`config.mk`:
```
export PLATFORM = sky130hd
export DESIGN_NAME = dsv_top
export DESIGN_NICKNAME = d
export VERILOG_FILES = /design/src/verilog/dsv_pkg.sv /design/src/verilog/dsv_top.sv /design/src/verilog/dsv_scroll_addr.sv
export SDC_FILE = /design/constraint.sdc
export NUM_CORES = 1
export LEC_CHECK = 0
export BUFFER_PORTS_ARGS = -buffer_cell sky130_fd_sc_hd__buf_2
export CAP_MARGIN = 20
export CELL_PAD_IN_SITES_DETAIL_PLACEMENT = 1
export CELL_PAD_IN_SITES_GLOBAL_PLACEMENT = 2
export CORE_ASPECT_RATIO = 0.5
export CORE_MARGIN = 3
export CORE_UTILIZATION = 33
export CTS_CLUSTER_SIZE = 10
export DETAILED_ROUTE_END_ITERATION = 8
export GPL_TIMING_DRIVEN = 0
export PLACE_DENSITY = 0.77
export SETUP_SLACK_MARGIN = 0.02
export SYNTH_ARGS = -nofsm -noshare
export SYNTH_HDL_FRONTEND = slang
export SYNTH_SLANG_ARGS = --single-unit
```
`constraint.sdc`:
```
create_clock -name CORE_CLK_I -period 5.4 [get_ports CORE_CLK_I]
set_clock_uncertainty 0.1 [all_clocks]
set_input_delay 1.08 -clock CORE_CLK_I [delete_from_list [all_inputs] [get_ports CORE_CLK_I]]
set_output_delay 1.08 -clock CORE_CLK_I [all_outputs]
set_load 0.02 [all_outputs]
```
`src/verilog/dsv_pkg.sv`:
```
// constants, types and shared functions of the display scaler and virtual-screen block
`default_nettype none
package dsv_pkg;

  // ***************************************************
  // register offsets
  // ***************************************************
  localparam logic [12:0] OFS_IN_W   = 13'h1100;
  localparam logic [12:0] OFS_IN_H   = 13'h1104;
  localparam logic [12:0] OFS_OUT_W  = 13'h1108;
  localparam logic [12:0] OFS_OUT_H  = 13'h110c;
  localparam logic [12:0] OFS_MISC   = 13'h1110;
  localparam logic [12:0] OFS_H_CEIL = 13'h1114;
  localparam logic [12:0] OFS_H_FLR  = 13'h1118;
  localparam logic [12:0] OFS_V_CEIL = 13'h111c;
  localparam logic [12:0] OFS_V_FLR  = 13'h1120;
  localparam logic [12:0] OFS_NUM    = 13'h112c;
  localparam logic [12:0] OFS_STAT   = 13'h1130;
  localparam logic [12:0] OFS_SCR0   = 13'h1500;
  localparam logic [12:0] OFS_SCR1   = 13'h1504;

  // ***************************************************
  // field positions, widths, limits, reset values
  // ***************************************************
  localparam int IN_DIM_W    = 12;
  localparam int OUT_DIM_W   = 14;
  localparam int TH_W        = 9;
  localparam int NUM_W       = 8;
  localparam int SKEW_W      = 5;
  localparam int STRIDE_W    = 12;
  localparam int STRIDE_B_W  = 15;
  localparam int MISC_FIR_LSB  = 6;
  localparam int MISC_HMOD_LSB = 3;
  localparam int MISC_VMOD_LSB = 1;
  localparam int MISC_BYP_BIT  = 0;
  localparam int NUM_H_LSB     = 8;
  localparam int SCR_EN_BIT    = 20;
  localparam int SCR_SKEW_LSB  = 12;
  localparam logic [11:0] IN_MAX  = 12'h7ff;
  localparam logic [13:0] OUT_MAX = 14'h1000;
  localparam logic        BYPASS_RST = 1'b1;

  typedef enum logic [1:0] {
    INTERP_BILIN   = 2'h0,
    INTERP_THRESH  = 2'h1,
    INTERP_NEAREST = 2'h2,
    INTERP_RSVD    = 2'h3
  } dsv_interp_e;

  typedef enum logic [2:0] {
    ST_OFF  = 3'h1,
    ST_RUN  = 3'h2,
    ST_HOLD = 3'h4
  } dsv_state_e;

  // bits per pixel of a pixel-format code
  function automatic logic [5:0] bpp_of(input logic [2:0] fmt);
    logic [5:0] b;
    b = 6'h01;
    case (fmt)
      3'h0: b = 6'h01;
      3'h1: b = 6'h02;
      3'h2: b = 6'h04;
      3'h3: b = 6'h08;
      3'h4: b = 6'h10;
      3'h5: b = 6'h18;
      3'h6: b = 6'h20;
      default: b = 6'h10;
    endcase
    return b;
  endfunction

  // pixel count left after the power-of-two first stage
  function automatic logic [12:0] first_stage(input logic [11:0] n_m1, input logic [2:0] sel);
    logic [12:0] cnt;
    cnt = {1'b0, n_m1} + 13'h0001;
    return cnt >> sel;
  endfunction

  // ceiling checked first, so with a floor above the ceiling a value above the ceiling yields the ceiling, any other the floor
  function automatic logic [8:0] clamp9(input logic [8:0] c, input logic [8:0] lo, input logic [8:0] hi);
    logic [8:0] r;
    r = c;
    if (c > hi)
      r = hi;
    else if (c < lo)
      r = lo;
    return r;
  endfunction

endpackage
`default_nettype wire

```
`src/verilog/dsv_top.sv`:
```
// display scaler control and virtual-screen start address logic
// Operation
// RQ1: no scaling while TV on with interlace
// RQ2: software uses simple-scaling register for interlace
// RQ3: input width is count minus one, nonzero
// RQ4: input height is count minus one, nonzero
// RQ5: output width is direct count, nonzero
// RQ6: output height is direct count, nonzero
// RQ7: first stage bypass or divide by 2^n
// RQ8: interpolation modes, two only for down-scaling
// RQ9: bypass bit stops second stage scaling
// RQ10: horizontal coefficient clamped by ceiling/floor
// RQ11: vertical coefficient clamped by ceiling/floor
// RQ12: initial horizontal and vertical numerators
// RQ13: software computes numerators from ratios
// RQ14: exact 2x2 up-scaling ignores numerators
// RQ15: image 0 start is base plus skew
// RQ16: line length gives frame-buffer stride
// RQ17: image 1 has the same scroll fields
// RQ18: software rewrites base and offset to scroll
// RQ19: pixel-format code maps to bits per pixel
// RQ20: reserved bits read zero, writes ignored
//
// Chosen here: the address-and-strobe port.
`default_nettype none
`timescale 1ns/10ps
module dsv_top
  import dsv_pkg::*;
(
  input  wire logic                  CORE_CLK_I,
  input  wire logic                  RST_N_I,
  input  wire logic                  CE_I,
  input  wire logic [12:0]           REG_ADDR_I,
  input  wire logic [31:0]           REG_WDATA_I,
  input  wire logic                  REG_WR_I,
  input  wire logic                  REG_RD_I,
  output logic      [31:0]           REG_RDATA_O,
  input  wire logic                  TV_EN_I,
  input  wire logic                  IN_INTERLACE_I,
  input  wire logic                  OUT_INTERLACE_I,
  input  wire logic [TH_W-1:0]       H_COEF_I,
  input  wire logic [TH_W-1:0]       V_COEF_I,
  input  wire logic [31:0]           IMG0_BASE_ADDR_I,
  input  wire logic [31:0]           IMG1_BASE_ADDR_I,
  input  wire logic [2:0]            IMG0_PIXEL_FORMAT_I,
  input  wire logic [2:0]            IMG1_PIXEL_FORMAT_I,
  output logic                       SCALE_ACTIVE_O,
  output logic [2:0]                 FIRST_SHIFT_O,
  output logic [12:0]                MID_W_O,
  output logic [12:0]                MID_H_O,
  output logic [1:0]                 H_MODE_O,
  output logic [1:0]                 V_MODE_O,
  output logic [TH_W-1:0]            H_COEF_O,
  output logic [TH_W-1:0]            V_COEF_O,
  output logic [NUM_W-1:0]           H_INIT_NUM_O,
  output logic [NUM_W-1:0]           V_INIT_NUM_O,
  output logic                       NUM_IGNORED_O,
  output logic [31:0]                IMG0_START_O,
  output logic [31:0]                IMG1_START_O,
  output logic [STRIDE_B_W-1:0]      IMG0_STRIDE_O,
  output logic [STRIDE_B_W-1:0]      IMG1_STRIDE_O
);

  // ***************************************************
  // register storage
  // ***************************************************
  logic [IN_DIM_W-1:0]  in_w_q;
  logic [IN_DIM_W-1:0]  in_h_q;
  logic [OUT_DIM_W-1:0] out_w_q;
  logic [OUT_DIM_W-1:0] out_h_q;
  logic [2:0]           fir_sel_q;
  logic [1:0]           hmode_q;
  logic [1:0]           vmode_q;
  logic                 bypass_q;
  logic [TH_W-1:0]      h_ceil_q;
  logic [TH_W-1:0]      h_flr_q;
  logic [TH_W-1:0]      v_ceil_q;
  logic [TH_W-1:0]      v_flr_q;
  logic [NUM_W-1:0]     h_num_q;
  logic [NUM_W-1:0]     v_num_q;
  logic                 img0_scroll_on_q;
  logic [SKEW_W-1:0]    img0_start_skew_q;
  logic [STRIDE_W-1:0]  img0_line_stride_q;
  logic                 img1_scroll_on_q;
  logic [SKEW_W-1:0]    img1_start_skew_q;
  logic [STRIDE_W-1:0]  img1_line_stride_q;
  dsv_state_e           st_q;
  dsv_state_e           st_d;
  logic [31:0]          rdata_q;

  // ***************************************************
  // write decode
  // ***************************************************
  wire logic wr_in_w   = REG_WR_I && (REG_ADDR_I == OFS_IN_W);
  wire logic wr_in_h   = REG_WR_I && (REG_ADDR_I == OFS_IN_H);
  wire logic wr_out_w  = REG_WR_I && (REG_ADDR_I == OFS_OUT_W);
  wire logic wr_out_h  = REG_WR_I && (REG_ADDR_I == OFS_OUT_H);
  wire logic wr_misc   = REG_WR_I && (REG_ADDR_I == OFS_MISC);
  wire logic wr_h_ceil = REG_WR_I && (REG_ADDR_I == OFS_H_CEIL);
  wire logic wr_h_flr  = REG_WR_I && (REG_ADDR_I == OFS_H_FLR);
  wire logic wr_v_ceil = REG_WR_I && (REG_ADDR_I == OFS_V_CEIL);
  wire logic wr_v_flr  = REG_WR_I && (REG_ADDR_I == OFS_V_FLR);
  wire logic wr_num    = REG_WR_I && (REG_ADDR_I == OFS_NUM);
  wire logic wr_scr0   = REG_WR_I && (REG_ADDR_I == OFS_SCR0);
  wire logic wr_scr1   = REG_WR_I && (REG_ADDR_I == OFS_SCR1);

  // ***************************************************
  // scaler geometry and legality
  // ***************************************************
  wire logic [12:0] mid_w = first_stage(in_w_q, fir_sel_q); // [RQ7]
  wire logic [12:0] mid_h = first_stage(in_h_q, fir_sel_q); // [RQ7]
  wire logic h_up = {1'b0, out_w_q} > {1'b0, mid_w};
  wire logic v_up = {1'b0, out_h_q} > {1'b0, mid_h};
  wire logic is_2x2 = ({1'b0, out_w_q} == {1'b0, mid_w, 1'b0}) &&
                      ({1'b0, out_h_q} == {1'b0, mid_h, 1'b0});
  wire logic in_ok = (in_w_q != 12'h000) && (in_w_q <= IN_MAX) && // [RQ3]
                     (in_h_q != 12'h000) && (in_h_q <= IN_MAX);   // [RQ4]
  wire logic out_w_ok = (out_w_q != 14'h0000) && (out_w_q <= OUT_MAX); // [RQ5]
  wire logic out_h_ok = (out_h_q != 14'h0000) && (out_h_q <= OUT_MAX); // [RQ6]
  // threshold and nearest modes only make sense when shrinking
  wire logic h_mode_ok = (hmode_q != INTERP_RSVD) && !(h_up && (hmode_q != INTERP_BILIN)); // [RQ8]
  wire logic v_mode_ok = (vmode_q != INTERP_RSVD) && !(v_up && (vmode_q != INTERP_BILIN)); // [RQ8]
  wire logic cfg_ok = in_ok && out_w_ok && out_h_ok && h_mode_ok && v_mode_ok;
  wire logic tv_block = TV_EN_I && (IN_INTERLACE_I || OUT_INTERLACE_I); // [RQ1]

  wire logic [TH_W-1:0] h_coef_d = h_up ? clamp9(H_COEF_I, h_flr_q, h_ceil_q) : H_COEF_I; // [RQ10]
  wire logic [TH_W-1:0] v_coef_d = v_up ? clamp9(V_COEF_I, v_flr_q, v_ceil_q) : V_COEF_I; // [RQ11]
  // the fixed 2x2 path uses its own phase, so the loaded numerators are masked
  wire logic [NUM_W-1:0] h_num_d = is_2x2 ? 8'h00 : h_num_q; // [RQ12] [RQ14]
  wire logic [NUM_W-1:0] v_num_d = is_2x2 ? 8'h00 : v_num_q; // [RQ12] [RQ14]

  always_comb
  begin
    st_d = ST_RUN;
    if (bypass_q || !cfg_ok)
      st_d = ST_OFF; // [RQ9]
    else if (tv_block)
      st_d = ST_HOLD; // [RQ1]
  end

  // ***************************************************
  // virtual screen address
  // ***************************************************
  wire logic [31:0]           start0;
  wire logic [31:0]           start1;
  wire logic [STRIDE_B_W-1:0] stride0;
  wire logic [STRIDE_B_W-1:0] stride1;

  dsv_scroll_addr u_img0 (
    .base_i     (IMG0_BASE_ADDR_I),
    .on_i       (img0_scroll_on_q),
    .skew_i     (img0_start_skew_q),
    .stride_i   (img0_line_stride_q),
    .fmt_i      (IMG0_PIXEL_FORMAT_I),
    .start_o    (start0),
    .stride_b_o (stride0)
  ); // [RQ15]

  dsv_scroll_addr u_img1 (
    .base_i     (IMG1_BASE_ADDR_I),
    .on_i       (img1_scroll_on_q),
    .skew_i     (img1_start_skew_q),
    .stride_i   (img1_line_stride_q),
    .fmt_i      (IMG1_PIXEL_FORMAT_I),
    .start_o    (start1),
    .stride_b_o (stride1)
  ); // [RQ17]

  // ***************************************************
  // read mux
  // ***************************************************
  wire logic [31:0] stat_word = {28'h0000000, NUM_IGNORED_O, !cfg_ok, st_q == ST_HOLD, st_q == ST_RUN};
  wire logic [31:0] misc_word = {23'h000000, fir_sel_q, 1'b0, hmode_q, vmode_q, bypass_q};
  wire logic [31:0] scr0_word = {11'h000, img0_scroll_on_q, 3'h0, img0_start_skew_q, img0_line_stride_q};
  wire logic [31:0] scr1_word = {11'h000, img1_scroll_on_q, 3'h0, img1_start_skew_q, img1_line_stride_q};
  logic [31:0] rd_word;

  // reserved bits are never stored, so they read back as zero
  always_comb
  begin
    case (REG_ADDR_I)
      OFS_IN_W:   rd_word = {20'h00000, in_w_q}; // [RQ20]
      OFS_IN_H:   rd_word = {20'h00000, in_h_q};
      OFS_OUT_W:  rd_word = {18'h00000, out_w_q};
      OFS_OUT_H:  rd_word = {18'h00000, out_h_q};
      OFS_MISC:   rd_word = misc_word;
      OFS_H_CEIL: rd_word = {23'h000000, h_ceil_q};
      OFS_H_FLR:  rd_word = {23'h000000, h_flr_q};
      OFS_V_CEIL: rd_word = {23'h000000, v_ceil_q};
      OFS_V_FLR:  rd_word = {23'h000000, v_flr_q};
      OFS_NUM:    rd_word = {16'h0000, h_num_q, v_num_q};
      OFS_STAT:   rd_word = stat_word;
      OFS_SCR0:   rd_word = scr0_word;
      OFS_SCR1:   rd_word = scr1_word;
      default:    rd_word = 32'h00000000;
    endcase
  end

  // ***************************************************
  // register writes
  // ***************************************************
  always_ff @(posedge CORE_CLK_I or negedge RST_N_I)
  begin
    if (!RST_N_I)
    begin
      in_w_q   <= 12'h000;
      in_h_q   <= 12'h000;
      out_w_q  <= 14'h0000;
      out_h_q  <= 14'h0000;
      fir_sel_q <= 3'h0;
      hmode_q  <= 2'h0;
      vmode_q  <= 2'h0;
      bypass_q <= BYPASS_RST;
      h_ceil_q <= 9'h000;
      h_flr_q  <= 9'h000;
      v_ceil_q <= 9'h000;
      v_flr_q  <= 9'h000;
      h_num_q  <= 8'h00;
      v_num_q  <= 8'h00;
    end
    else if (CE_I)
    begin
      if (wr_in_w) in_w_q <= REG_WDATA_I[IN_DIM_W-1:0]; // [RQ3] [RQ20]
      if (wr_in_h) in_h_q <= REG_WDATA_I[IN_DIM_W-1:0]; // [RQ4]
      if (wr_out_w) out_w_q <= REG_WDATA_I[OUT_DIM_W-1:0]; // [RQ5]
      if (wr_out_h) out_h_q <= REG_WDATA_I[OUT_DIM_W-1:0]; // [RQ6]
      if (wr_misc)
      begin
        fir_sel_q <= REG_WDATA_I[MISC_FIR_LSB+:3];
        hmode_q   <= REG_WDATA_I[MISC_HMOD_LSB+:2];
        vmode_q   <= REG_WDATA_I[MISC_VMOD_LSB+:2];
        bypass_q  <= REG_WDATA_I[MISC_BYP_BIT]; // [RQ9]
      end
      if (wr_h_ceil) h_ceil_q <= REG_WDATA_I[TH_W-1:0];
      if (wr_h_flr) h_flr_q <= REG_WDATA_I[TH_W-1:0];
      if (wr_v_ceil) v_ceil_q <= REG_WDATA_I[TH_W-1:0];
      if (wr_v_flr) v_flr_q <= REG_WDATA_I[TH_W-1:0];
      if (wr_num)
      begin
        h_num_q <= REG_WDATA_I[NUM_H_LSB+:NUM_W]; // [RQ12]
        v_num_q <= REG_WDATA_I[NUM_W-1:0]; // [RQ12]
      end
    end
  end

  always_ff @(posedge CORE_CLK_I or negedge RST_N_I)
  begin
    if (!RST_N_I)
    begin
      img0_scroll_on_q   <= 1'b0;
      img0_start_skew_q  <= 5'h00;
      img0_line_stride_q <= 12'h000;
      img1_scroll_on_q   <= 1'b0;
      img1_start_skew_q  <= 5'h00;
      img1_line_stride_q <= 12'h000;
    end
    else if (CE_I)
    begin
      if (wr_scr0)
      begin
        img0_scroll_on_q   <= REG_WDATA_I[SCR_EN_BIT]; // [RQ15]
        img0_start_skew_q  <= REG_WDATA_I[SCR_SKEW_LSB+:SKEW_W];
        img0_line_stride_q <= REG_WDATA_I[STRIDE_W-1:0]; // [RQ16]
      end
      if (wr_scr1)
      begin
        img1_scroll_on_q   <= REG_WDATA_I[SCR_EN_BIT]; // [RQ17]
        img1_start_skew_q  <= REG_WDATA_I[SCR_SKEW_LSB+:SKEW_W];
        img1_line_stride_q <= REG_WDATA_I[STRIDE_W-1:0];
      end
    end
  end

  // ***************************************************
  // registered outputs
  // ***************************************************
  always_ff @(posedge CORE_CLK_I or negedge RST_N_I)
  begin
    if (!RST_N_I)
    begin
      st_q           <= ST_OFF;
      rdata_q        <= 32'h00000000;
      SCALE_ACTIVE_O <= 1'b0;
      FIRST_SHIFT_O  <= 3'h0;
      MID_W_O        <= 13'h0000;
      MID_H_O        <= 13'h0000;
      H_MODE_O       <= 2'h0;
      V_MODE_O       <= 2'h0;
      H_COEF_O       <= 9'h000;
      V_COEF_O       <= 9'h000;
      H_INIT_NUM_O   <= 8'h00;
      V_INIT_NUM_O   <= 8'h00;
      NUM_IGNORED_O  <= 1'b0;
      IMG0_START_O   <= 32'h00000000;
      IMG1_START_O   <= 32'h00000000;
      IMG0_STRIDE_O  <= 15'h0000;
      IMG1_STRIDE_O  <= 15'h0000;
    end
    else if (CE_I)
    begin
      st_q           <= st_d;
      rdata_q        <= REG_RD_I ? rd_word : 32'h00000000;
      SCALE_ACTIVE_O <= (st_d == ST_RUN); // [RQ1] [RQ9]
      FIRST_SHIFT_O  <= fir_sel_q; // [RQ7]
      MID_W_O        <= mid_w;
      MID_H_O        <= mid_h;
      H_MODE_O       <= hmode_q; // [RQ8]
      V_MODE_O       <= vmode_q;
      H_COEF_O       <= h_coef_d; // [RQ10]
      V_COEF_O       <= v_coef_d; // [RQ11]
      H_INIT_NUM_O   <= h_num_d;
      V_INIT_NUM_O   <= v_num_d;
      NUM_IGNORED_O  <= is_2x2; // [RQ14]
      IMG0_START_O   <= start0;
      IMG1_START_O   <= start1;
      IMG0_STRIDE_O  <= stride0;
      IMG1_STRIDE_O  <= stride1;
    end
  end

  assign REG_RDATA_O = rdata_q;
endmodule
`default_nettype wire

```
`src/verilog/dsv_scroll_addr.sv`:
```
// start address and line stride of one scrolled image
`default_nettype none
`timescale 1ns/10ps
module dsv_scroll_addr
  import dsv_pkg::*;
(
  input  wire logic [31:0]         base_i,
  input  wire logic                on_i,
  input  wire logic [SKEW_W-1:0]   skew_i,
  input  wire logic [STRIDE_W-1:0] stride_i,
  input  wire logic [2:0]          fmt_i,
  output logic      [31:0]         start_o,
  output logic      [STRIDE_B_W-1:0] stride_b_o
);

  wire logic [5:0]  bpp;
  wire logic [10:0] skew_bits;
  wire logic [17:0] line_bits;

  assign bpp = bpp_of(fmt_i); // [RQ19]
  // sub-byte remainders drop: skews must land on byte boundaries at low depths
  assign skew_bits  = {6'h00, skew_i} * {5'h00, bpp};
  assign line_bits  = {6'h00, stride_i} * {12'h000, bpp};
  assign start_o    = on_i ? base_i + {24'h000000, skew_bits[10:3]} : base_i; // [RQ15] [RQ17]
  assign stride_b_o = line_bits[17:3]; // [RQ16]

endmodule
`default_nettype wire

```
==> flow_summary.json, run 1 <==
{
  "status": "complete, but fails checks",
  "violations": "negative setup slack",
  "routed_via_density": 5.49,
  "clk_path_buf_depth": 3,
  "num-fill-cells": 8746,
  "largest_area_contributor_in_the_synthesized_netlist": "dfrtp_1",
  "gr-total-overflow": 0,
  "postSynthAreaPerCell_sq_um": 9.32,
  "vdd_drop_max_uv": 196,
  "worst_slack_ns": -0.226,
  "arrival_worst_endpoint_ns": 6.03,
  "cts_num_sinks": 331,
  "synthMostInstantiatedCell": "dfrtp_1",
  "ys_seq_elements": 331,
  "synth.yosys.seq_area_share_pct": 32.3,
  "ioPinCount": 336,
  "rows": 71,
  "detailedRoute.firstPassIterationCount": 5,
  "reg2reg_setup_slack_ns": 0.18,
  "gp_routability_congestion": 0.931,
  "netlist_area_sq_um": 25600,
  "timing.max_slew.rel_slack_pct": 18.5,
  "timing.hold.worst.class": "in -> async",
  "synth_top_cells_by_count": "dfrtp_1, nand2_1, inv_1",
  "syn_to_final_growth_pct": 25.0,
  "drcViolationCount": 0,
  "cts_made_buffers": 41,
  "report.final.slew_viol_count": 0,
  "post_synth_inst_count": 2751,
  "rr_startpoint": "in_h_q[1]",
  "floorplan.die.width_um": 400,
  "rsz_0062_raised_after_global_routing": "true",
  "async_reset_ff_share_pct": 100,
  "worst_ep_required_time_ns": 5.81,
  "core_region_area_sq_um": 76000,
  "drt_wl_total_um": 105000,
  "period_needed_ns": 5.63,
  "first_global_vias": 24600,
  "diodes": 0,
  "worstSetupEndpointType": "flip-flop",
  "placed_cell_area_sq_um": 29300,
  "antenna_violations_before_repair": 2,
  "ys_warn_count": 0,
  "grt_max_degree": 105,
  "clock_slew_seen_by_the_registers_of_the_worst_setup_and_hold_paths_ns": 0.06,
  "r2r-end": "V_COEF_O[6]",
  "start_util_pct": 33.7,
  "critPathKind": "in -> reg",
  "critical_path.startpoint_type": "primary input",
  "ys.flop_type": "dfrtp_1",
  "crit_path_max_fanout": 6,
  "number_of_cell_instances_on_the_worst_register_to_register_path": 19,
  "postRouteAntennaNets": 0,
  "grt_pass1_wl_um": 158000,
  "ctsHtreeMaxLevel": 2,
  "synth_enable_flop_cells": 0,
  "die_footprint_sq_um": 81200,
  "highest_clock_rate_ghz": 0.178,
  "worst_hold_check_slack_ns": 0.298,
  "placed_cells": 4109,
  "initialDrtViolationCount": 1624,
  "floorplan.die.height_um": 203,
  "timing.final.crit_share_pct": 104,
  "finish.net_count": 3613,
  "port_buffers": 304,
  "final_cells": 4243,
  "hold_violation_total_from_the_final_report": 0,
  "largest_cells_by_area_after_synthesis": "dfrtp_1, fa_1, ha_1, mux2_2, nand2_1",
  "power_per_cell_area_nw_per_um2": 186,
  "cap_violations": 0,
  "cts_tree": "done",
  "post-dp-hpwl_um": 81500,
  "endpoint": "IMG0_START_O[30]",
  "stdcell_area_sq_um": 32000,
  "worst_skew_pair.late_latency_ns": 0.62,
  "max_slew.worst_pin.slew_ns": 1.22,
  "root_buffer": "clkbuf_16",
  "final_layout_size_suffix_gt1_share_pct": 26.3,
  "static-leakage-power_nw": 15.4,
  "routed_wire_length_per_instance_um": 24.8,
  "cp-startpoint": "IMG0_PIXEL_FORMAT_I[2]",
  "groute.usage.overall_pct": 25.7,
  "finalSetupViolations": 25,
  "num_vias": 23300,
  "synth_top_area_share_pct": 32.1,
  "synth.lib_cells_used.distinct": 90
}
[worst max-delay path, cell delays in order]
cell	delay [ns]
clkbuf_16	0.15
nor3b_4	0.23
clkbuf_8	0.18
nand2_4	0.05
fa_1	0.55
fa_1	0.44
fa_1	0.51
inv_2	0.05
ha_4	0.23
a21oi_4	0.16
nor2b_4	0.05
o21a_1	0.21
o21ai_1	0.12
nand2b_1	0.08
a21oi_2	0.13
xnor2_1	0.09
ha_1	0.31
inv_1	0.08
o21bai_4	0.13
a21oi_4	0.08
or4_4	0.53
or3_4	0.42
a31oi_4	0.16
[repair_timing]
item                                    CTS  global route
endpoints found under the setup margin   81            80
setup buffers                            45            26
cloned                                    2             0
pin swaps                                66            87
hold buffers                              0             0
gates resized for setup                  91           106
[placed cells by master (no fill, tap or decap), drive strengths merged, types with 11 or more instances in the layout]
cell / Yosys / layout
nor4: 41 / 41
dfrtp: 329 / 329
inv: 215 / 216
a211oi: 21 / 21
nor2b: 15 / 15
nand2b: 11 / 11
nor3: 57 / 57
nand2: 292 / 292
buf: 68 / 460
fa: 108 / 108
a21oi: 166 / 166
mux2: 135 / 135
xnor2: 99 / 99
mux2i: 65 / 65
nand3: 51 / 51
nor2: 173 / 173
and2: 57 / 57
a222oi: 21 / 21
a21o: 39 / 39
nand4: 24 / 24
o211ai: 17 / 17
a22oi: 27 / 27
conb: 1 / 18
xor2: 34 / 34
or3: 18 / 18
o21ai: 116 / 116
ha: 162 / 162
a221oi: 30 / 30
a31oi: 12 / 12
and3: 35 / 35
o2bb2ai: 16 / 16
clkbuf: 107 / 160
o21a: 19 / 19
o21bai: 19 / 19
[final cells by class]
type                            instances  area, sq um  share of cell area (%)
Multi-Input combinational cell       2047        17000                    53.0
Sequential cell                       331         8290                    25.9
Timing Repair Buffer                  392         2470                    7.72
Tap cell                             1022         1280                    3.99
Clock buffer                           55         1160                    3.62
Buffer                                174          991                    3.09
Inverter                              215          807                    2.52
Clock inverter                          7         61.3                   0.191
[layer usage]
metal  share of wire, %  global-route usage, %  wire length [um]
met5              0.012                      0                13
met3                5.4                   3.93              5690
met4                2.6                   6.79              2700
met1                 45                   35.3             47500
met2                 47                   42.0             49400
[worst min-delay path by stage]
stage | endpoint | cells after the start | startpoint | slack [ns]
4_1_cts | IMG0_START_O[21] | 1 | RST_N_I | 0.29
5_1_grt | IMG0_START_O[21] | 1 | RST_N_I | 0.31
3_3_place_gp | IMG1_START_O[2] | 1 | IMG1_START_O[2] | 0.36
6_report | IMG0_START_O[21] | 1 | RST_N_I | 0.30
2_1_floorplan | st_q[2] | 1 | st_q[2] | 0.38
3_5_place_dp | MID_H_O[4] | 2 | MID_H_O[4] | 0.37
[per-stage QoR]
step	worst slack, ns	util [%]	setup TNS, ns	power, mW
after global placement	-3.77	38.2	-1302.58	3.22
final	-0.226	42.1	-1.40	5.94
after CTS	-0.266	41.3	-2.17	6.00
after global routing	-0.358	42.1	-8.81	6.17
after detailed placement	-1.49	38.5	-88.40	3.24
after floorplan	-0.600	-	-9.36	2.90
[power breakdown]
| part | internal [mW] | switching, mW |
|---|---|---|
| logic | 0.227 | 0.451 |
| registers | 2.54 | 0.0333 |
| clock network | 1.49 | 1.20 |
| total | 4.26 | 1.69 |
[flip-flops by register name, indices dropped and copies added, names as in the netlist, 9 cells and up]
signal	count
H_COEF_O	9
h_ceil_q	9
IMG0_STRIDE_O	15
img0_line_stride_q	12
IMG0_START_O	32
v_flr_q	9
IMG1_START_O	32
in_w_q	12
MID_H_O	13
MID_W_O	13
img1_line_stride_q	12
IMG1_STRIDE_O	15
REG_RDATA_O	18
out_w_q	14
v_ceil_q	9
out_h_q	14
V_COEF_O	9
in_h_q	12
h_flr_q	9
[cells by family after synthesis]
logic type | share of synthesized area [%]
simple gates | 15.9
compound gates | 15.8
buf+inv | 6.19
flops | 32.3
fa+ha+maj | 16.3
mux | 8.82
xor+xnor | 4.64
other cells | 0.0146
(Power assumes the default switching activity.)
==> run 2, diff against run 1 <==
--- a/config.mk
+++ b/config.mk
@@ -17,6 +17,7 @@
 export GPL_TIMING_DRIVEN = 0
 export PLACE_DENSITY = 0.77
 export SETUP_SLACK_MARGIN = 0.02
+export SKIP_LAST_GASP = 1
 export SYNTH_ARGS = -nofsm -noshare
 export SYNTH_HDL_FRONTEND = slang
 export SYNTH_SLANG_ARGS = --single-unit
==> flow_summary.json, run 2 (same netlist as run 1, synthesis figures left out) <==
{
  "status": "complete, but fails checks",
  "violations": "negative setup slack",
  "gr-total-overflow": 0,
  "rows": 71,
  "routed_via_density": 5.49,
  "report.final.slew_viol_count": 0,
  "finish.net_count": 3613,
  "grt_pass1_wl_um": 158000,
  "arrival_worst_endpoint_ns": 6.03,
  "clock_slew_seen_by_the_registers_of_the_worst_setup_and_hold_paths_ns": 0.06,
  "cts_made_buffers": 41,
  "antenna_violations_before_repair": 2,
  "final_cells": 4243,
  "placed_cells": 4109,
  "timing.hold.worst.class": "in -> async",
  "crit_path_max_fanout": 6,
  "clk_path_buf_depth": 3,
  "cap_violations": 0,
  "worstSetupEndpointType": "flip-flop",
  "ctsHtreeMaxLevel": 2,
  "vdd_drop_max_uv": 196,
  "timing.max_slew.rel_slack_pct": 18.5,
  "timing.final.crit_share_pct": 104,
  "cts_hold_buffers": 0,
  "drt_wl_total_um": 105000,
  "cts_num_sinks": 331,
  "max_slew.worst_pin.slew_ns": 1.22,
  "groute.usage.overall_pct": 25.7,
  "power_per_cell_area_nw_per_um2": 186,
  "num_vias": 23300,
  "reported_net_switching_power_mw": 1.69,
  "post-dp-hpwl_um": 81500,
  "root_buffer": "clkbuf_16",
  "totalNegativeSetupSlack_ns": -1.40,
  "final_layout_size_suffix_gt1_share_pct": 26.3,
  "rsz_0062_raised_after_global_routing": "true",
  "hold_violation_total_from_the_final_report": 0,
  "highest_clock_rate_ghz": 0.178,
  "detailedRoute.firstPassIterationCount": 5,
  "first_global_vias": 24600,
  "ioPinCount": 336,
  "worst_slack_ns": -0.226,
  "switching_share_pct": 28.4,
  "floorplan.die.height_um": 203,
  "critical_path.startpoint_type": "primary input",
  "gp_routability_congestion": 0.931,
  "routed_wire_length_per_instance_um": 24.8,
  "finalSetupViolations": 25,
  "final_core_util_pct": 42.1,
  "postRouteAntennaNets": 0,
  "diodes": 0,
  "start_util_pct": 33.7,
  "core_region_area_sq_um": 76000,
  "static-leakage-power_nw": 15.4,
  "grt_max_degree": 105,
  "port_buffers": 304,
  "drcViolationCount": 0,
  "share_clk_of_total_power_pct": 45.4,
  "cellInternalPower_mw": 4.26,
  "cts_tree": "done",
  "floorplan.die.width_um": 400,
  "worst_ep_required_time_ns": 5.81,
  "critPathKind": "in -> reg",
  "die_footprint_sq_um": 81200,
  "period_needed_ns": 5.63,
  "worst_skew_pair.late_latency_ns": 0.62,
  "syn_to_final_growth_pct": 25.0,
  "initialDrtViolationCount": 1624,
  "layout.cells.most_common": "dfrtp_1",
  "seq_power_share_pct": 43.2,
  "leading_cell_types_in_the_layout_fill_and_taps_excluded": "dfrtp_1, buf_2, nand2_1, inv_1, nor2_1",
  "combPwrFrac_pct": 11.4
}
run 2: cell counts in the layout (fill, tap and decap cells not counted):
Identical to the previous run, type by type.
run 2: power groups by stage:
stage / sequential (mW) / clock (mW) / combinational (mW)
finish: 2.57 / 2.70 / 0.678
CTS: 2.57 / 2.77 / 0.662
global placement: 2.61 / 0 / 0.603
floorplan: 2.68 / 0 / 0.224
global route: 2.57 / 2.86 / 0.733
detailed placement: 2.61 / 0 / 0.627
run 2: final timing paths:
check / from / to / slack (ns) / cells after the start
worst min register to register: MID_H_O[4] / MID_H_O[4] / 0.38 / 2
worst max-delay path: IMG0_PIXEL_FORMAT_I[2] / IMG0_START_O[30] / -0.23 / 23
worst max register to register: in_h_q[1] / V_COEF_O[6] / 0.18 / 19
max in group asynchronous: RST_N_I / in_h_q[0] / 3.48 / 3
worst min-delay path: RST_N_I / IMG0_START_O[21] / 0.30 / 1
min in group CORE_CLK_I: MID_H_O[4] / MID_H_O[4] / 0.38 / 2
run 2: area by class of cell:
class	count	area, sq um
Clock inverter	7	61.3
Tap cell	1022	1280
Clock buffer	55	1160
Inverter	215	807
Buffer	174	991
Fill cell	8746	44000
Timing Repair Buffer	392	2470
Sequential cell	331	8290
Multi-Input combinational cell	2047	17000
run 2: layer usage:
layer  track usage [%]  vias to the layer above  part of all wire, %  wire [um]
li1                  -                    10600                    -          -
met1              35.3                    12100                   45      47500
met2              42.0                      538                   47      49400
met3              3.93                      115                  5.4       5690
met4              6.79                        2                  2.6       2700
met5                 0                        -                0.012         13
run 2: worst max-delay path, stage by stage:
cell and delay, ns:
clkbuf_16 0.15, nor3b_4 0.23, clkbuf_8 0.18, nand2_4 0.05, fa_1 0.55, fa_1 0.44
fa_1 0.51, inv_2 0.05, ha_4 0.23, a21oi_4 0.16, nor2b_4 0.05, o21a_1 0.21
o21ai_1 0.12, nand2b_1 0.08, a21oi_2 0.13, xnor2_1 0.09, ha_1 0.31, inv_1 0.08
o21bai_4 0.13, a21oi_4 0.08, or4_4 0.53, or3_4 0.42, a31oi_4 0.16
run 2: what timing repair did:
item	CTS	global route
pin swaps	66	87
setup endpoints to repair	81	80
setup buffers	45	26
cloned	2	0
gates resized for setup	90	107
run 2: stage by stage:
| step | hold WS (ns) | setup slack, ns | area [sq um] | power [mW] |
|---|---|---|---|---|
| CTS | 0.287 | -0.266 | 31400 | 6.00 |
| detailed placement | 0.369 | -1.49 | 29300 | 3.24 |
| global placement | 0.361 | -3.77 | 29100 | 3.22 |
| finish | 0.298 | -0.226 | 32000 | 5.94 |
| floorplan | 0.381 | -0.600 | 26300 | 2.90 |
| global route | 0.312 | -0.358 | 32000 | 6.17 |
